File: src/eia_pkg.sv
// Shared constants for the external interrupt and acknowledge pin logic
package eia_pkg;
   localparam int unsigned N_EXT      = 4;   // External request pins
   localparam int unsigned N_INT      = 16;  // Interrupt slots 0..15
   localparam int unsigned NUM_W      = 4;   // Width of the serviced number
   localparam int unsigned CODE_W     = 5;   // Width of a selector code
   localparam int unsigned FIRST_MASK = 4;   // First maskable, selectable slot
   localparam int unsigned LAST_MASK  = 15;  // Last maskable, selectable slot
   localparam int unsigned N_SRC      = 16;  // Source codes in use, 5'h10 up reserved
   localparam int unsigned PD_W       = 2;   // Width of the power-down mode code
   localparam int unsigned ARM_W      = 2;   // Width of the edge arming counter
   // Cycles the sync chain needs before a compare is trusted
   // Three fills: meta, sync and prev must all hold real pin samples
   localparam logic [1:0]  ARM_CYCLES = 2'h3;
   // Power-down mode codes reported by the core
   localparam logic [1:0]  PD_MODE2   = 2'h2;
   localparam logic [1:0]  PD_MODE3   = 2'h3;
   // Polarity bit value that selects a rising edge
   localparam logic        POL_RISE   = 1'b0;
   // Reset selector code for each selectable slot, slot 4 in the low field
   localparam logic [CODE_W*12-1:0] SEL_RESET = {
      5'h02, 5'h01, 5'h00, 5'h0b, 5'h0a, 5'h03,
      5'h09, 5'h08, 5'h07, 5'h06, 5'h05, 5'h04};
   // Source code of the first external pin; the other pins follow in order
   localparam logic [CODE_W-1:0] EXT_CODE_BASE = 5'h04;
endpackage

File: src/eia_edge_if.sv
// Carrier between the top and the pin edge detector
`timescale 1ns/1ps
`default_nettype none
interface eia_edge_if;
   logic [eia_pkg::N_EXT-1:0] pins;      // Raw request pins, unsynchronised
   logic [eia_pkg::N_EXT-1:0] pol;       // Per-pin active edge choice
   logic [eia_pkg::N_EXT-1:0] edge_evt;  // One-cycle pulse per detected edge
   // Detector side
   modport det (input pins, input pol, output edge_evt);
   // Top side
   modport top (output pins, output pol, input edge_evt);
endinterface
`default_nettype wire

File: src/eia_edge_detect.sv
// Synchronises the request pins and detects the selected edge on each
`timescale 1ns/1ps
`default_nettype none
module eia_edge_detect (
   input  wire logic clk,   // Core clock
   input  wire logic rstn,  // Asynchronous reset, active low
   eia_edge_if.det   eif    // Pins in, edge pulses out
);
   logic [eia_pkg::N_EXT-1:0] meta_ff;      // First sync stage, read only by sync_ff
   logic [eia_pkg::N_EXT-1:0] sync_ff;      // Second sync stage
   logic [eia_pkg::N_EXT-1:0] prev_ff;      // Level one cycle before sync_ff
   logic [eia_pkg::N_EXT-1:0] edge_ff;      // Registered edge pulses
   logic [eia_pkg::ARM_W-1:0] arm_ff;       // Counts fill of the chain after reset
   logic [eia_pkg::N_EXT-1:0] nxt_meta;
   logic [eia_pkg::N_EXT-1:0] nxt_sync;
   logic [eia_pkg::N_EXT-1:0] nxt_prev;
   logic [eia_pkg::N_EXT-1:0] nxt_edge;
   logic [eia_pkg::ARM_W-1:0] nxt_arm;
   logic                      armed;        // Chain holds real pin samples

   assign armed = (arm_ff == eia_pkg::ARM_CYCLES);

   // Next values: sync chain, then edge compare per pin
   always_comb begin
      nxt_meta = eif.pins;
      nxt_sync = meta_ff;
      nxt_prev = sync_ff;
      nxt_arm  = armed ? arm_ff : arm_ff + 2'h1;
      for (int i = 0; i < eia_pkg::N_EXT; i++) begin
         // A level held high at reset is not taken for an edge
         if (!armed) begin
            nxt_edge[i] = 1'b0;
         end else if (eif.pol[i] == eia_pkg::POL_RISE) begin
            nxt_edge[i] = sync_ff[i] & ~prev_ff[i];
         end else begin
            nxt_edge[i] = ~sync_ff[i] & prev_ff[i];
         end
      end
   end

   // Registers only
   always_ff @(posedge clk or negedge rstn) begin
      if (!rstn) begin
         meta_ff <= '0;
         sync_ff <= '0;
         prev_ff <= '0;
         edge_ff <= '0;
         arm_ff  <= '0;
      end else begin
         meta_ff <= nxt_meta;
         sync_ff <= nxt_sync;
         prev_ff <= nxt_prev;
         edge_ff <= nxt_edge;
         arm_ff  <= nxt_arm;
      end
   end

   assign eif.edge_evt = edge_ff;
endmodule
`default_nettype wire

File: src/eia_top.sv
// External interrupt pins, source selection, acknowledge and power-down status
//
// Operation
// Each request pin edge-detected, per-pin polarity bit
// Acknowledge pulses for every serviced interrupt
// Number valid throughout every acknowledge
// Number equals the serviced fetch-packet slot
// Status high in power-down modes 2, 3
// Reset selectors route pins to slots 4-7
// Requests idle long enough before each edge
`timescale 1ns/1ps
`default_nettype none
module eia_top (
   input  wire logic                               clk,                   // Core clock
   input  wire logic                               rstn,                  // Async reset, low
   input  wire logic                               ext_irq_in_a,          // Request pin a
   input  wire logic                               ext_irq_in_b,          // Request pin b
   input  wire logic                               ext_irq_in_c,          // Request pin c
   input  wire logic                               ext_irq_in_d,          // Request pin d
   input  wire logic [eia_pkg::N_EXT-1:0]          ext_irq_polarity_bits, // 0 rise, 1 fall
   input  wire logic [eia_pkg::N_SRC-1:0]          periph_irq_events,     // On-chip source pulses
   input  wire logic                               sel_wr,                // Selector write strobe
   input  wire logic [eia_pkg::NUM_W-1:0]          sel_slot,              // Slot to reprogram
   input  wire logic [eia_pkg::CODE_W-1:0]         sel_code,              // New source code
   input  wire logic                               core_svc,              // Core services a slot
   input  wire logic [eia_pkg::NUM_W-1:0]          core_svc_slot,         // Slot being serviced
   input  wire logic [eia_pkg::PD_W-1:0]           core_pd_mode,          // Current power-down mode
   output logic      [eia_pkg::N_INT-1:0]          int_events,            // Pulses per slot
   output logic                                    irq_service_ack,       // Acknowledge pin
   output logic      [eia_pkg::NUM_W-1:0]          serviced_irq_number,   // Serviced number pins
   output logic                                    deep_sleep_status      // Power-down pin
);

   // Source code for slot n sits in field n-4 of sel_ff; N_SEL counts the fields
   localparam int unsigned N_SEL = eia_pkg::LAST_MASK - eia_pkg::FIRST_MASK + 1;

   // Picks the source pulse named by a code; reserved codes give nothing
   function automatic logic pick_src(
      input logic [eia_pkg::CODE_W-1:0] code,
      input logic [eia_pkg::N_SRC-1:0]  src
   );
      logic hit;
      hit = 1'b0;
      if (code < eia_pkg::CODE_W'(eia_pkg::N_SRC)) begin
         hit = src[code[eia_pkg::NUM_W-1:0]];
      end
      return hit;
   endfunction

   // True when a slot number may be reprogrammed
   function automatic logic slot_selectable(input logic [eia_pkg::NUM_W-1:0] slot);
      return (slot >= eia_pkg::NUM_W'(eia_pkg::FIRST_MASK));
   endfunction

   // ------------------------------------------------------------------
   // Pin edge detection
   // ------------------------------------------------------------------
   eia_edge_if eif ();  // Carrier to the detector

   // Pins and polarity go to the detector untouched; it synchronises the pins, not the polarity
   assign eif.pins = {ext_irq_in_d, ext_irq_in_c, ext_irq_in_b, ext_irq_in_a};
   assign eif.pol  = ext_irq_polarity_bits;

   // Detector instance; relies on each pin idling before its edge
   eia_edge_detect u_edge (
      .clk  (clk),
      .rstn (rstn),
      .eif  (eif)
   );

   // ------------------------------------------------------------------
   // Source vector indexed by selector code
   // ------------------------------------------------------------------
   logic [eia_pkg::N_SRC-1:0] src_vec;  // Every event by its code

   // External pins occupy codes 4..7, on-chip sources the rest
   always_comb begin
      src_vec = periph_irq_events;
      for (int p = 0; p < eia_pkg::N_EXT; p++) begin
         src_vec[eia_pkg::EXT_CODE_BASE + p] = eif.edge_evt[p];
      end
   end

   // ------------------------------------------------------------------
   // Selector codes for slots 4..15
   // ------------------------------------------------------------------
   logic [eia_pkg::CODE_W*N_SEL-1:0] sel_ff;   // Current code per slot
   logic [eia_pkg::CODE_W*N_SEL-1:0] nxt_sel;  // Next codes
   logic [eia_pkg::NUM_W-1:0]        sel_idx;  // Field index of the written slot

   assign sel_idx = sel_slot - eia_pkg::NUM_W'(eia_pkg::FIRST_MASK);

   // Replace one field on a write to a selectable slot
   always_comb begin
      nxt_sel = sel_ff;
      if (sel_wr && slot_selectable(sel_slot)) begin
         nxt_sel[sel_idx*eia_pkg::CODE_W +: eia_pkg::CODE_W] = sel_code;
      end
   end

   // Selector registers come up routing the pins to slots 4..7
   always_ff @(posedge clk or negedge rstn) begin
      if (!rstn) begin
         sel_ff <= eia_pkg::SEL_RESET;
      end else begin
         sel_ff <= nxt_sel;
      end
   end

   // ------------------------------------------------------------------
   // Per-slot event pulses toward the core
   // ------------------------------------------------------------------
   logic [eia_pkg::N_INT-1:0] int_ev_ff;   // Registered slot pulses
   logic [eia_pkg::N_INT-1:0] nxt_int_ev;  // Next slot pulses

   // Slots 0..3 are fixed and not fed from here
   assign nxt_int_ev[eia_pkg::FIRST_MASK-1:0] = '0;

   // One selector per maskable slot
   for (genvar s = 0; s < N_SEL; s++) begin : g_slot
      assign nxt_int_ev[eia_pkg::FIRST_MASK + s] =
         pick_src(sel_ff[s*eia_pkg::CODE_W +: eia_pkg::CODE_W], src_vec);
   end

   // Register the slot pulses
   always_ff @(posedge clk or negedge rstn) begin
      if (!rstn) begin
         int_ev_ff <= '0;
      end else begin
         int_ev_ff <= nxt_int_ev;
      end
   end

   assign int_events = int_ev_ff;

   // ------------------------------------------------------------------
   // Acknowledge and serviced number
   // ------------------------------------------------------------------
   logic                      ack_ff;   // Acknowledge pin level
   logic [eia_pkg::NUM_W-1:0] num_ff;   // Number pins
   logic                      nxt_ack;
   logic [eia_pkg::NUM_W-1:0] nxt_num;

   // Any serviced slot, NMI and on-chip ones included, is acknowledged
   always_comb begin
      nxt_ack = core_svc;
      nxt_num = num_ff;
      if (core_svc) begin
         // Slot index is the fetch-packet position, loaded with the ack
         nxt_num = core_svc_slot;
      end
   end

   // Number changes only on a new service, so it holds under the ack
   always_ff @(posedge clk or negedge rstn) begin
      if (!rstn) begin
         ack_ff <= 1'b0;
         num_ff <= '0;
      end else begin
         ack_ff <= nxt_ack;
         num_ff <= nxt_num;
      end
   end

   assign irq_service_ack     = ack_ff;
   assign serviced_irq_number = num_ff;

   // ------------------------------------------------------------------
   // Power-down status
   // ------------------------------------------------------------------
   logic pd_ff;   // Status pin level
   logic nxt_pd;

   // High only for the two deepest modes
   always_comb begin
      nxt_pd = (core_pd_mode == eia_pkg::PD_MODE2) ||
               (core_pd_mode == eia_pkg::PD_MODE3);
   end

   // Register the status
   always_ff @(posedge clk or negedge rstn) begin
      if (!rstn) begin
         pd_ff <= 1'b0;
      end else begin
         pd_ff <= nxt_pd;
      end
   end

   assign deep_sleep_status = pd_ff;

endmodule
`default_nettype wire
File: config.mk
export PLATFORM = sky130hd
export DESIGN_NAME = eia_top
export DESIGN_NICKNAME = d
export VERILOG_FILES = /design/src/eia_pkg.sv /design/src/eia_edge_if.sv /design/src/eia_edge_detect.sv /design/src/eia_top.sv
export SDC_FILE = /design/constraint.sdc
export NUM_CORES = 1
export LEC_CHECK = 0
export ABC_AREA = 1
export CELL_PAD_IN_SITES_DETAIL_PLACEMENT = 1
export CELL_PAD_IN_SITES_GLOBAL_PLACEMENT = 2
export CORE_MARGIN = 5
export CORE_UTILIZATION = 39
export CTS_CLUSTER_DIAMETER = 100
export DETAILED_ROUTE_END_ITERATION = 12
export DONT_BUFFER_PORTS = 1
export GPL_TIMING_DRIVEN = 0
export PLACE_DENSITY_LB_ADDON = 0.1
export SYNTH_ARGS = -nofsm -noshare
export SYNTH_HDL_FRONTEND = slang
export SYNTH_HIERARCHICAL = 1
export SYNTH_SLANG_ARGS = --single-unit
File: constraint.sdc
create_clock -name clk -period 1.8 [get_ports clk]
set_input_delay 0.18 -clock clk [delete_from_list [all_inputs] [get_ports clk]]
set_output_delay 0.18 -clock clk [all_outputs]
set_load 0.005 [all_outputs]
==> results_dict.tcl, run 1 <==
set metrics [dict create \
    start_kind "primary input" \
    max_freq_mhz 619 \
    maxCapViolCount 0 \
    outcome "finished with violations" \
    syn_inst 835 \
    finalCritPeriodShare_pct 89.8 \
    holdWs_ns -0.480 \
    dp_hpwl_um 13600 \
    layout_commonest_cell "nand2_1" \
    cts_tree "built" \
    clk_path_buf_depth 2 \
    min_path_type "in2async" \
    clock_latency_ns 0.35 \
    area_delta_synth_final_pct 13.1 \
    critPathKind "in2reg" \
    die_h_um 131 \
    slew_violations 0 \
    synth.avg_cell_area_um2 6.89 \
    vias 5616 \
    clkSlewWorstSetupHoldPaths_ns 0.06 \
    violations "hold timing" \
    cts_hold_buf 19 \
    power_frac_comb_pct 24.7 \
    fp-row-count 44 \
    place_ws_ns -0.171 \
    setup_viol 0 \
    synth-async-reset-ratio_pct 100 \
    placed_area_um2 5990 \
    ys_types 28 \
    io_buffers 0 \
    yosysTopAreaCellShare_pct 33.1 \
    internal-power_uw 4390 \
    design_area_um2 6510 \
    drc 0 \
    cp.required_ns 2.04 \
    ir_drop_mv 0.622 \
    syn_area_um2 5750 \
    cp.arrival_ns 1.86 \
    cts-root-buf "clkbuf_16" \
    initial_utilization_pct 39.7 \
    grt_pass1_vias 5785 \
    die_width_um 131 \
    rsz0062_at_grt "no" \
    grt_max_degree 97 \
    setup-tns-final_ns 0 \
    cp-end-kind "register" \
    grt-ovfl-total 0 \
    drtPass1Iterations 4 \
    relSlewSlack_pct 37.2 \
    synth_area_leaders "dfrtp_1, nand2_1, nand3_1" \
    critPathMaxFanout 11 \
    htree_levels 3 \
    ios 65 \
    yosysSeqAreaShare_pct 42.2 \
    layout-drive-gt1-share_pct 9.29 \
    cts_buffers 9 \
    tightest_slew_ns 0.942 \
    vias_per_cell 5.32 \
    most-common-layout-cells "nand2_1, nand3_1, inv_1, dfrtp_1, o21ai_0" \
    hold_viol 96 \
    fin_ws_ns 0.183 \
    wl_um 19700 \
    p_per_area_nw_per_um2 1010 \
    grt_usage_pct 22.8 \
    clockPowerShare_pct 32.4 \
    synth_seq_cells 96 \
    grt_antenna_before_repair 0 \
    post-route-min-period_ns 1.62 \
    gp_congestion 0.846 \
    nNetsFinal 917 \
    core_um2 14500 \
    pwr-share-seq_pct 42.9 \
    grt_pass1_wl_um 31400 \
    insertedDiodeCount 0 \
    detail_route.iter0.violations 287 \
    yosys_warnings 6 \
    p_sw_uw 2150 \
    fin_skew_ns 0.00620 \
    switching_share_pct 32.9 \
    ant_nets 0 \
    die_area_um2 17300 \
    p_leak_uw 0.00310 \
    synth_enable_flop_cells 0 \
    post_cts_buffers 0 \
    routedWlPerCell_um 18.7 \
    yosys.area.top_type "dfrtp_1" \
    ys.flop_type "dfrtp_1" \
    cts.sinks 96 \
]
==> final timing paths <==
check | slack, ns | depth (start not counted) | to | from
setup / recovery | 0.18 | 9 | sel_ff[27]$_DFFE_PN0P_ | sel_slot[0]
hold / removal | -0.48 | 0 | int_events[8]$_DFF_PN0_ | rstn
setup reg to reg | 0.30 | 7 | int_events[9]$_DFF_PN0_ | sel_ff[25]$_DFFE_PN1P_
hold reg to reg | 0.36 | 0 | u_edge/nxt_prev[1]$_DFF_PN0_ | u_edge/meta_ff[1]$_DFF_PN0_
max in group asynchronous | 2.06 | 0 | sel_ff[28]$_DFFE_PN1P_ | rstn
min in group clk | 0.03 | 2 | sel_ff[0]$_DFFE_PN0P_ | sel_code[0]
==> synthesized netlist by cell type, types with 7 or more instances <==
cell        n
nand2_1   318
nand2_2     7
nor2_1     21
dfstp_2    20
dfrtp_1    76
a21oi_1    12
nor3_1     11
ha_1        7
clkbuf_1   15
buf_2      13
nand3_1   164
o21ai_0    40
inv_1      97
==> state kept, by name, summed over array words and instances, names as in the netlist <==
register / cells
deep_sleep_status: 1
int_events: 12
irq_service_ack: 1
sel_ff: 60
serviced_irq_number: 4
u_edge/arm_ff: 2
u_edge/eif.edge_evt: 4
u_edge/meta_ff: 4
u_edge/nxt_prev: 4
u_edge/prev_ff: 4
==> cell type report <==
type,instances,area [µm²]
tap,184,230
inverter,98,368
multi-input combinational,608,2790
timing repair buffer,19,190
fill,1853,7970
sequential,96,2430
clock buffer,12,246
buffer,35,174
clock inverter,4,76.3
==> layer usage <==
metal / global-route usage, % / routed length [µm]
met2: 37.4 / 9330
met3: 4.78 / 1030
met1: 30.0 / 8850
met4: 8.17 / 480
met5: 0 / 0
==> power groups by stage <==
stage,logic [µW],clock network [µW],registers [µW]
6_report,1620,2120,2810
5_1_grt,1840,2260,2850
4_1_cts,1620,2180,2810
3_5_place_dp,1570,0,2850
3_3_place_gp,1490,0,2830
2_1_floorplan,1190,0,2760
==> stage by stage <==
step	utilization [%]	std cells	total power, µW
3_5_place_dp	41.4	1022	4420
2_1_floorplan	-	838	3950
3_3_place_gp	41.4	1022	4320
6_report	44.9	1056	6550
5_1_grt	44.9	1056	6950
4_1_cts	44.9	1056	6610
==> what timing repair did <==
action                     in CTS  in global routing
setup endpoints to repair       1                 11
resized for setup               1                  4
hold endpoints to repair      123                 96
==> worst max-delay path, cell delays in order <==
cell and delay, ns:
inv_2 0.05, clkbuf_1 0.37, ha_1 0.28, xnor2_1 0.15
nand2_1 0.10, nor2_1 0.30, nand2_1 0.25, nand2_1 0.12
nand2_1 0.05
==> cell families (layout without fill, tap and decap cells) <==
kind of cell | count (synthesis) | after routing | share of synthesized area [%]
compound gates | 53 | 53 | 4.61
xor+xnor | 4 | 4 | 1.00
fa+ha+maj | 7 | 7 | 1.52
buf+inv | 134 | 168 | 9.42
flops | 96 | 96 | 42.2
mux | 4 | 4 | 0.783
other cells | 1 | 4 | 0.0652
simple gates | 536 | 536 | 40.4
Note: power is estimated with default switching activity, not from simulation.
==> inputs of run 2 (changes only) <==
--- a/config.mk
+++ b/config.mk
@@ -5,11 +5,10 @@
 export SDC_FILE = /design/constraint.sdc
 export NUM_CORES = 1
 export LEC_CHECK = 0
-export ABC_AREA = 1
 export CELL_PAD_IN_SITES_DETAIL_PLACEMENT = 1
 export CELL_PAD_IN_SITES_GLOBAL_PLACEMENT = 2
 export CORE_MARGIN = 5
-export CORE_UTILIZATION = 39
+export CORE_UTILIZATION = 47
 export CTS_CLUSTER_DIAMETER = 100
 export DETAILED_ROUTE_END_ITERATION = 12
 export DONT_BUFFER_PORTS = 1
==> run 2 against run 1 <==
Effect of this change:
- non-clock buffer count grew 4
- area after synthesis shrank 4.5%
- largest power group unchanged
- clock skew shrank 0.00061 ns
- register-to-register slack lost 0.23 ns
- worst setup slack lost 0.12 ns
- die area shrank 19%
- worst hold slack lost 0.0049 ns
- largest cell class unchanged
- highest routed layer unchanged
- the flow still finishes with violations (hold timing)
==> results_dict.tcl, run 2 <==
set metrics [dict create \
    outcome "finished with violations" \
    violations "hold timing" \
    synth_most_common_cell "dfrtp_1" \
    layout_commonest_cell "dfrtp_1" \
    initial_utilization_pct 48.1 \
    synthTopCellsByCount "dfrtp_1, mux2_2, mux2i_1, nand3_1, mux4_2" \
    vias_per_cell 6.28 \
    grt_max_degree 97 \
    holdWs_ns -0.485 \
    hold_viol 96 \
    grt-ovfl-total 0 \
    rr_endpoint "int_events[8]$_DFF_PN0_" \
    die_area_um2 14000 \
    cts_buffers 9 \
    yosysSeqAreaShare_pct 44.2 \
    cts.sinks 96 \
    vias 3983 \
    clk_path_buf_depth 2 \
    critPathKind "reg2reg" \
    ios 65 \
    cts-root-buf "clkbuf_16" \
    critPathMaxFanout 10 \
    maxCapViolCount 0 \
    cts_tree "built" \
    cp.arrival_ns 1.98 \
    design_area_um2 6240 \
    yosysTopAreaCellShare_pct 34.6 \
    synth_area_leaders "dfrtp_1, mux2_2, mux4_2" \
    fin_skew_ns 0.00559 \
    syn_inst 453 \
    max_freq_mhz 577 \
    io_buffers 0 \
    tightest_slew_ns 0.840 \
    clock_latency_ns 0.35 \
    layout-drive-gt1-share_pct 29.8 \
    yosys_warnings 6 \
    synth-async-reset-ratio_pct 100 \
    yosys.area.top_type "dfrtp_1" \
    nNetsFinal 535 \
    reg2reg_from "u_edge/eif.edge_evt[0]$_DFF_PN0_" \
    fin_ws_ns 0.0660 \
    regMostFlops "sel_ff" \
    drc 0 \
    cp-end-kind "register" \
    core_um2 11400 \
    htree_levels 3 \
    ant_nets 0 \
    min_path_type "in2async" \
    area_delta_synth_final_pct 13.6 \
    synth_seq_cells 96 \
    cp.required_ns 2.04 \
    dp_hpwl_um 10400 \
    start_kind "register" \
    cts_hold_buf 19 \
    finalCritPeriodShare_pct 96.3 \
    ir_drop_mv 0.698 \
    r2r_cells 5 \
    placed_area_um2 5690 \
    p_per_area_nw_per_um2 1060 \
    grt_pass1_wl_um 25500 \
    fp-row-count 39 \
    clkSlewWorstSetupHoldPaths_ns 0.07 \
    gp_congestion 0.784 \
    detail_route.iter0.violations 258 \
    synth.avg_cell_area_um2 12.1 \
    drtPass1Iterations 4 \
    ys_types 41 \
    reg2reg_slack_ns 0.07 \
    setup_viol 0 \
    setup-tns-final_ns 0 \
    synth_enable_flop_cells 0 \
    grt_usage_pct 23.7 \
    die_width_um 118 \
    relSlewSlack_pct 44.0 \
    ys.flop_type "dfrtp_1" \
    p_leak_uw 0.00254 \
    most-common-layout-cells "dfrtp_1, mux2_2, mux2i_1, nand3_1, mux4_2" \
    grt_antenna_before_repair 1 \
    slew_violations 0 \
    largest_reg_flops 60 \
    place_ws_ns -0.318 \
    routedWlPerCell_um 25.7 \
    die_h_um 118 \
    syn_area_um2 5500 \
    post-route-min-period_ns 1.73 \
    wl_um 16300 \
    rsz0062_at_grt "no" \
    grt_pass1_vias 4302 \
]
## run 2: cell types whose count changed after synthesis, sizes merged, moves of 12 or more
cell	delta
mux2i	+42
o21ai	-28
mux4	+24
nand3	-138
o2111ai	+12
nor2	-23
nand2	-304
inv	-80
mux2	+57
## run 2: area by class of cell
cell class,count,area [µm²]
flip-flops and latches,96,2430
plain buffers,38,191
repair buffers,20,198
clock buffers,9,225
multi-input cells,302,2830
well taps,143,179
fillers,1164,5180
clock inverters,7,118
inverters,18,67.6
diodes,1,2.50
## run 2: power by group
group	leakage [µW]	total, µW	internal [µW]	switching [µW]
combinational	0.00120	1430	765	663
clock	0.000170	2220	1360	863
sequential	0.00117	2960	2600	363
## run 2: worst max-delay path by stage
| stage | depth (start not counted) | end | slack [ns] | start |
|---|---|---|---|---|
| 4_1_cts | 5 | sel_ff[1]$_DFFE_PN0P_ | 0.05 | sel_slot[3] |
| 6_report | 5 | int_events[8]$_DFF_PN0_ | 0.07 | u_edge/eif.edge_evt[0]$_DFF_PN0_ |
| 2_1_floorplan | 4 | int_events[9]$_DFF_PN0_ | 0.06 | sel_ff[25]$_DFFE_PN1P_ |
| 3_5_place_dp | 6 | sel_ff[58]$_DFFE_PN0P_ | -0.32 | sel_slot[0] |
| 3_3_place_gp | 5 | sel_ff[4]$_DFFE_PN0P_ | -0.26 | sel_slot[3] |
| 5_1_grt | 5 | int_events[8]$_DFF_PN0_ | 0.004 | u_edge/eif.edge_evt[0]$_DFF_PN0_ |
## run 2: per-stage QoR
step	hold slack (ns)	utilization, %	total power (µW)	std cells
floorplan	-0.116	-	4000	456
finish	-0.485	54.7	6610	634
CTS	-0.496	54.5	6640	633
global placement	-0.112	49.8	4290	599
global route	-0.498	54.7	6910	634
detailed placement	-0.112	49.8	4360	599
## run 2: cells by family after synthesis
kind of cell    count (synthesis)  share of synthesized area, %
mux                           127                          30.1
flops                          96                          44.2
simple gates                   90                          9.61
compound gates                 70                          8.95
buf+inv                        58                          4.78
fa+ha+maj                       7                          1.59
xor+xnor                        4                         0.774
other cells                     1                        0.0682
## run 2: routing by layer
| metal | global-route usage [%] | wire [µm] | up-vias |
|---|---|---|---|
| li1 | - | - | 1757 |
| met1 | 31.4 | 7090 | 2076 |
| met2 | 38.0 | 7850 | 123 |
| met3 | 5.64 | 975 | 27 |
| met4 | 9.03 | 378 | 0 |
| met5 | 0 | 0 | - |
## run 2: timing repair
action                                  in CTS  in global routing
endpoints found under the hold margin      125                 96
pin swaps                                    0                  1
endpoints found under the setup margin       8                 18
setup buffers                                0                  1
resized for setup                            4                  6
## run 2: worst max-delay path, cell delays in order (launching register included)
cell     delay (ns)
dfrtp_1        0.37
buf_2          0.29
mux4_2         0.28
o22ai_1        0.07
a311o_1        0.33
a21oi_1        0.27
==> inputs of run 3 (changes only) <==
--- a/config.mk
+++ b/config.mk
@@ -13,6 +13,7 @@
 export DETAILED_ROUTE_END_ITERATION = 12
 export DONT_BUFFER_PORTS = 1
 export GPL_TIMING_DRIVEN = 0
+export HOLD_SLACK_MARGIN = 0.12
 export PLACE_DENSITY_LB_ADDON = 0.1
 export SYNTH_ARGS = -nofsm -noshare
 export SYNTH_HDL_FRONTEND = slang
==> run 3 against run 2 <==
Effect of this change:
- highest routed layer is now met5
- register-to-register slack about the same
- global-route usage down 0.11 points
- via count about the same
- final cell count unchanged
- the run still ends with hold timing left
- largest power group unchanged
==> results_dict.tcl, run 3 (synthesis results as in run 2) <==
set metrics [dict create \
    vias 3986 \
    die_h_um 118 \
    core_um2 11400 \
    crit_start "u_edge/eif.edge_evt[0]$_DFF_PN0_" \
    routedWlPerCell_um 25.5 \
    rsz0062_at_grt "no" \
    layout-drive-gt1-share_pct 29.8 \
    tightest_slew_ns 0.825 \
    io_buffers 0 \
    reg2reg_slack_ns 0.08 \
    post-route-min-period_ns 1.72 \
    clock_latency_ns 0.35 \
    ant_nets 0 \
    setup_viol 0 \
    grt_pass1_vias 4285 \
    p_leak_uw 0.00254 \
    critPathMaxFanout 10 \
    die_width_um 118 \
    fp-row-count 39 \
    cp.required_ns 2.04 \
    drtPass1Iterations 4 \
    design_area_um2 6240 \
    fin_skew_ns 0.00523 \
    cts_tree "built" \
    clk_path_buf_depth 2 \
    htree_levels 3 \
    die_area_um2 14000 \
    crit_end "int_events[8]$_DFF_PN0_" \
    regMostFlops "sel_ff" \
    vias_per_cell 6.29 \
    rr_endpoint "int_events[8]$_DFF_PN0_" \
    grt-ovfl-total 0 \
    drc 0 \
    violations "hold timing" \
    grt_pass1_wl_um 25400 \
    outcome "finished with violations" \
    reg2reg_from "u_edge/eif.edge_evt[0]$_DFF_PN0_" \
    ir_drop_mv 0.695 \
    start_kind "register" \
    detail_route.iter0.violations 232 \
    ios 65 \
    area_delta_synth_final_pct 13.6 \
    cts_buffers 9 \
    cts-root-buf "clkbuf_16" \
    grt_usage_pct 23.6 \
    cts_hold_buf 19 \
    hold_viol 96 \
    nNetsFinal 535 \
    min_path_type "in2async" \
    most-common-layout-cells "dfrtp_1, mux2_2, mux2i_1, nand3_1, mux4_2" \
    finish.utilization_pct 54.7 \
    p_per_area_nw_per_um2 1060 \
    cts.sinks 96 \
    slew_violations 0 \
    layout_commonest_cell "dfrtp_1" \
    maxCapViolCount 0 \
    cp.arrival_ns 1.97 \
    placed_area_um2 5690 \
    wl_um 16200 \
    finalCritPeriodShare_pct 95.7 \
    max_freq_mhz 580 \
    critPathKind "reg2reg" \
    relSlewSlack_pct 45.0 \
    grt_max_degree 97 \
    cp-end-kind "register" \
    initial_utilization_pct 48.1 \
    largest_reg_flops 60 \
    holdWs_ns -0.484 \
    r2r_cells 5 \
    dp_hpwl_um 10400 \
    gp_congestion 0.784 \
    clkSlewWorstSetupHoldPaths_ns 0.07 \
    grt_antenna_before_repair 1 \
]
[run 3: cell counts in the layout (fill, tap and decap cells not counted)]
No cell type changed its count.
[run 3: per-stage QoR]
| step | power (µW) | TNS, ns | cells | setup WS [ns] |
|---|---|---|---|---|
| after floorplan | 4000 | 0 | 456 | 0.0618 |
| after global placement | 4290 | -5.86 | 599 | -0.262 |
| after detailed placement | 4360 | -8.59 | 599 | -0.318 |
| after CTS | 6640 | 0 | 633 | 0.0515 |
| after global routing | 6910 | 0 | 634 | 0.00363 |
| final | 6610 | 0 | 634 | 0.0767 |
[run 3: repair_timing]
action / CTS / global route
buffers inserted: 0 / 1
hold endpoints to repair: 140 / 96
pin swaps: 0 / 1
resized for setup: 4 / 6
endpoints found under the setup margin: 8 / 18
[run 3: layer usage]
layer / part of all wire (%) / GRT usage [%]
met5: 0.080 / 0
met4: 1.9 / 8.32
met3: 7.1 / 5.40
met2: 48 / 37.7
met1: 43 / 31.8
[run 3: report_power, final]
group          switching (µW)  leakage, µW  internal [µW]
Clock                     856     0.000170           1360
Combinational             667      0.00120            765
Sequential                360      0.00117           2600
Total                    1880      0.00254           4720
[run 3: cell type report]
type,instances,area (µm²)
diodes,1,2.50
plain buffers,38,191
clock buffers,9,225
clock inverters,7,118
fillers,1164,5180
inverters,18,67.6
multi-input cells,302,2830
flip-flops and latches,96,2430
well taps,143,179
repair buffers,20,198
[run 3: how the worst min path moves through the flow]
stage | startpoint | endpoint | slack [ns] | depth (start not counted)
floorplan | rstn | deep_sleep_status$_DFF_PN0_ | -0.12 | 0
global placement | rstn | sel_ff[45]$_DFFE_PN0P_ | -0.11 | 0
detailed placement | rstn | sel_ff[45]$_DFFE_PN0P_ | -0.11 | 0
CTS | rstn | sel_ff[45]$_DFFE_PN0P_ | -0.50 | 0
global route | rstn | sel_ff[49]$_DFFE_PN0P_ | -0.50 | 0
finish | rstn | sel_ff[45]$_DFFE_PN0P_ | -0.48 | 0
[run 3: worst max-delay path, stage by stage (launching register included)]
cell and delay (ns):
dfrtp_1 0.37, buf_2 0.29, mux4_2 0.28, o22ai_1 0.08
a311o_1 0.33, a21oi_1 0.26
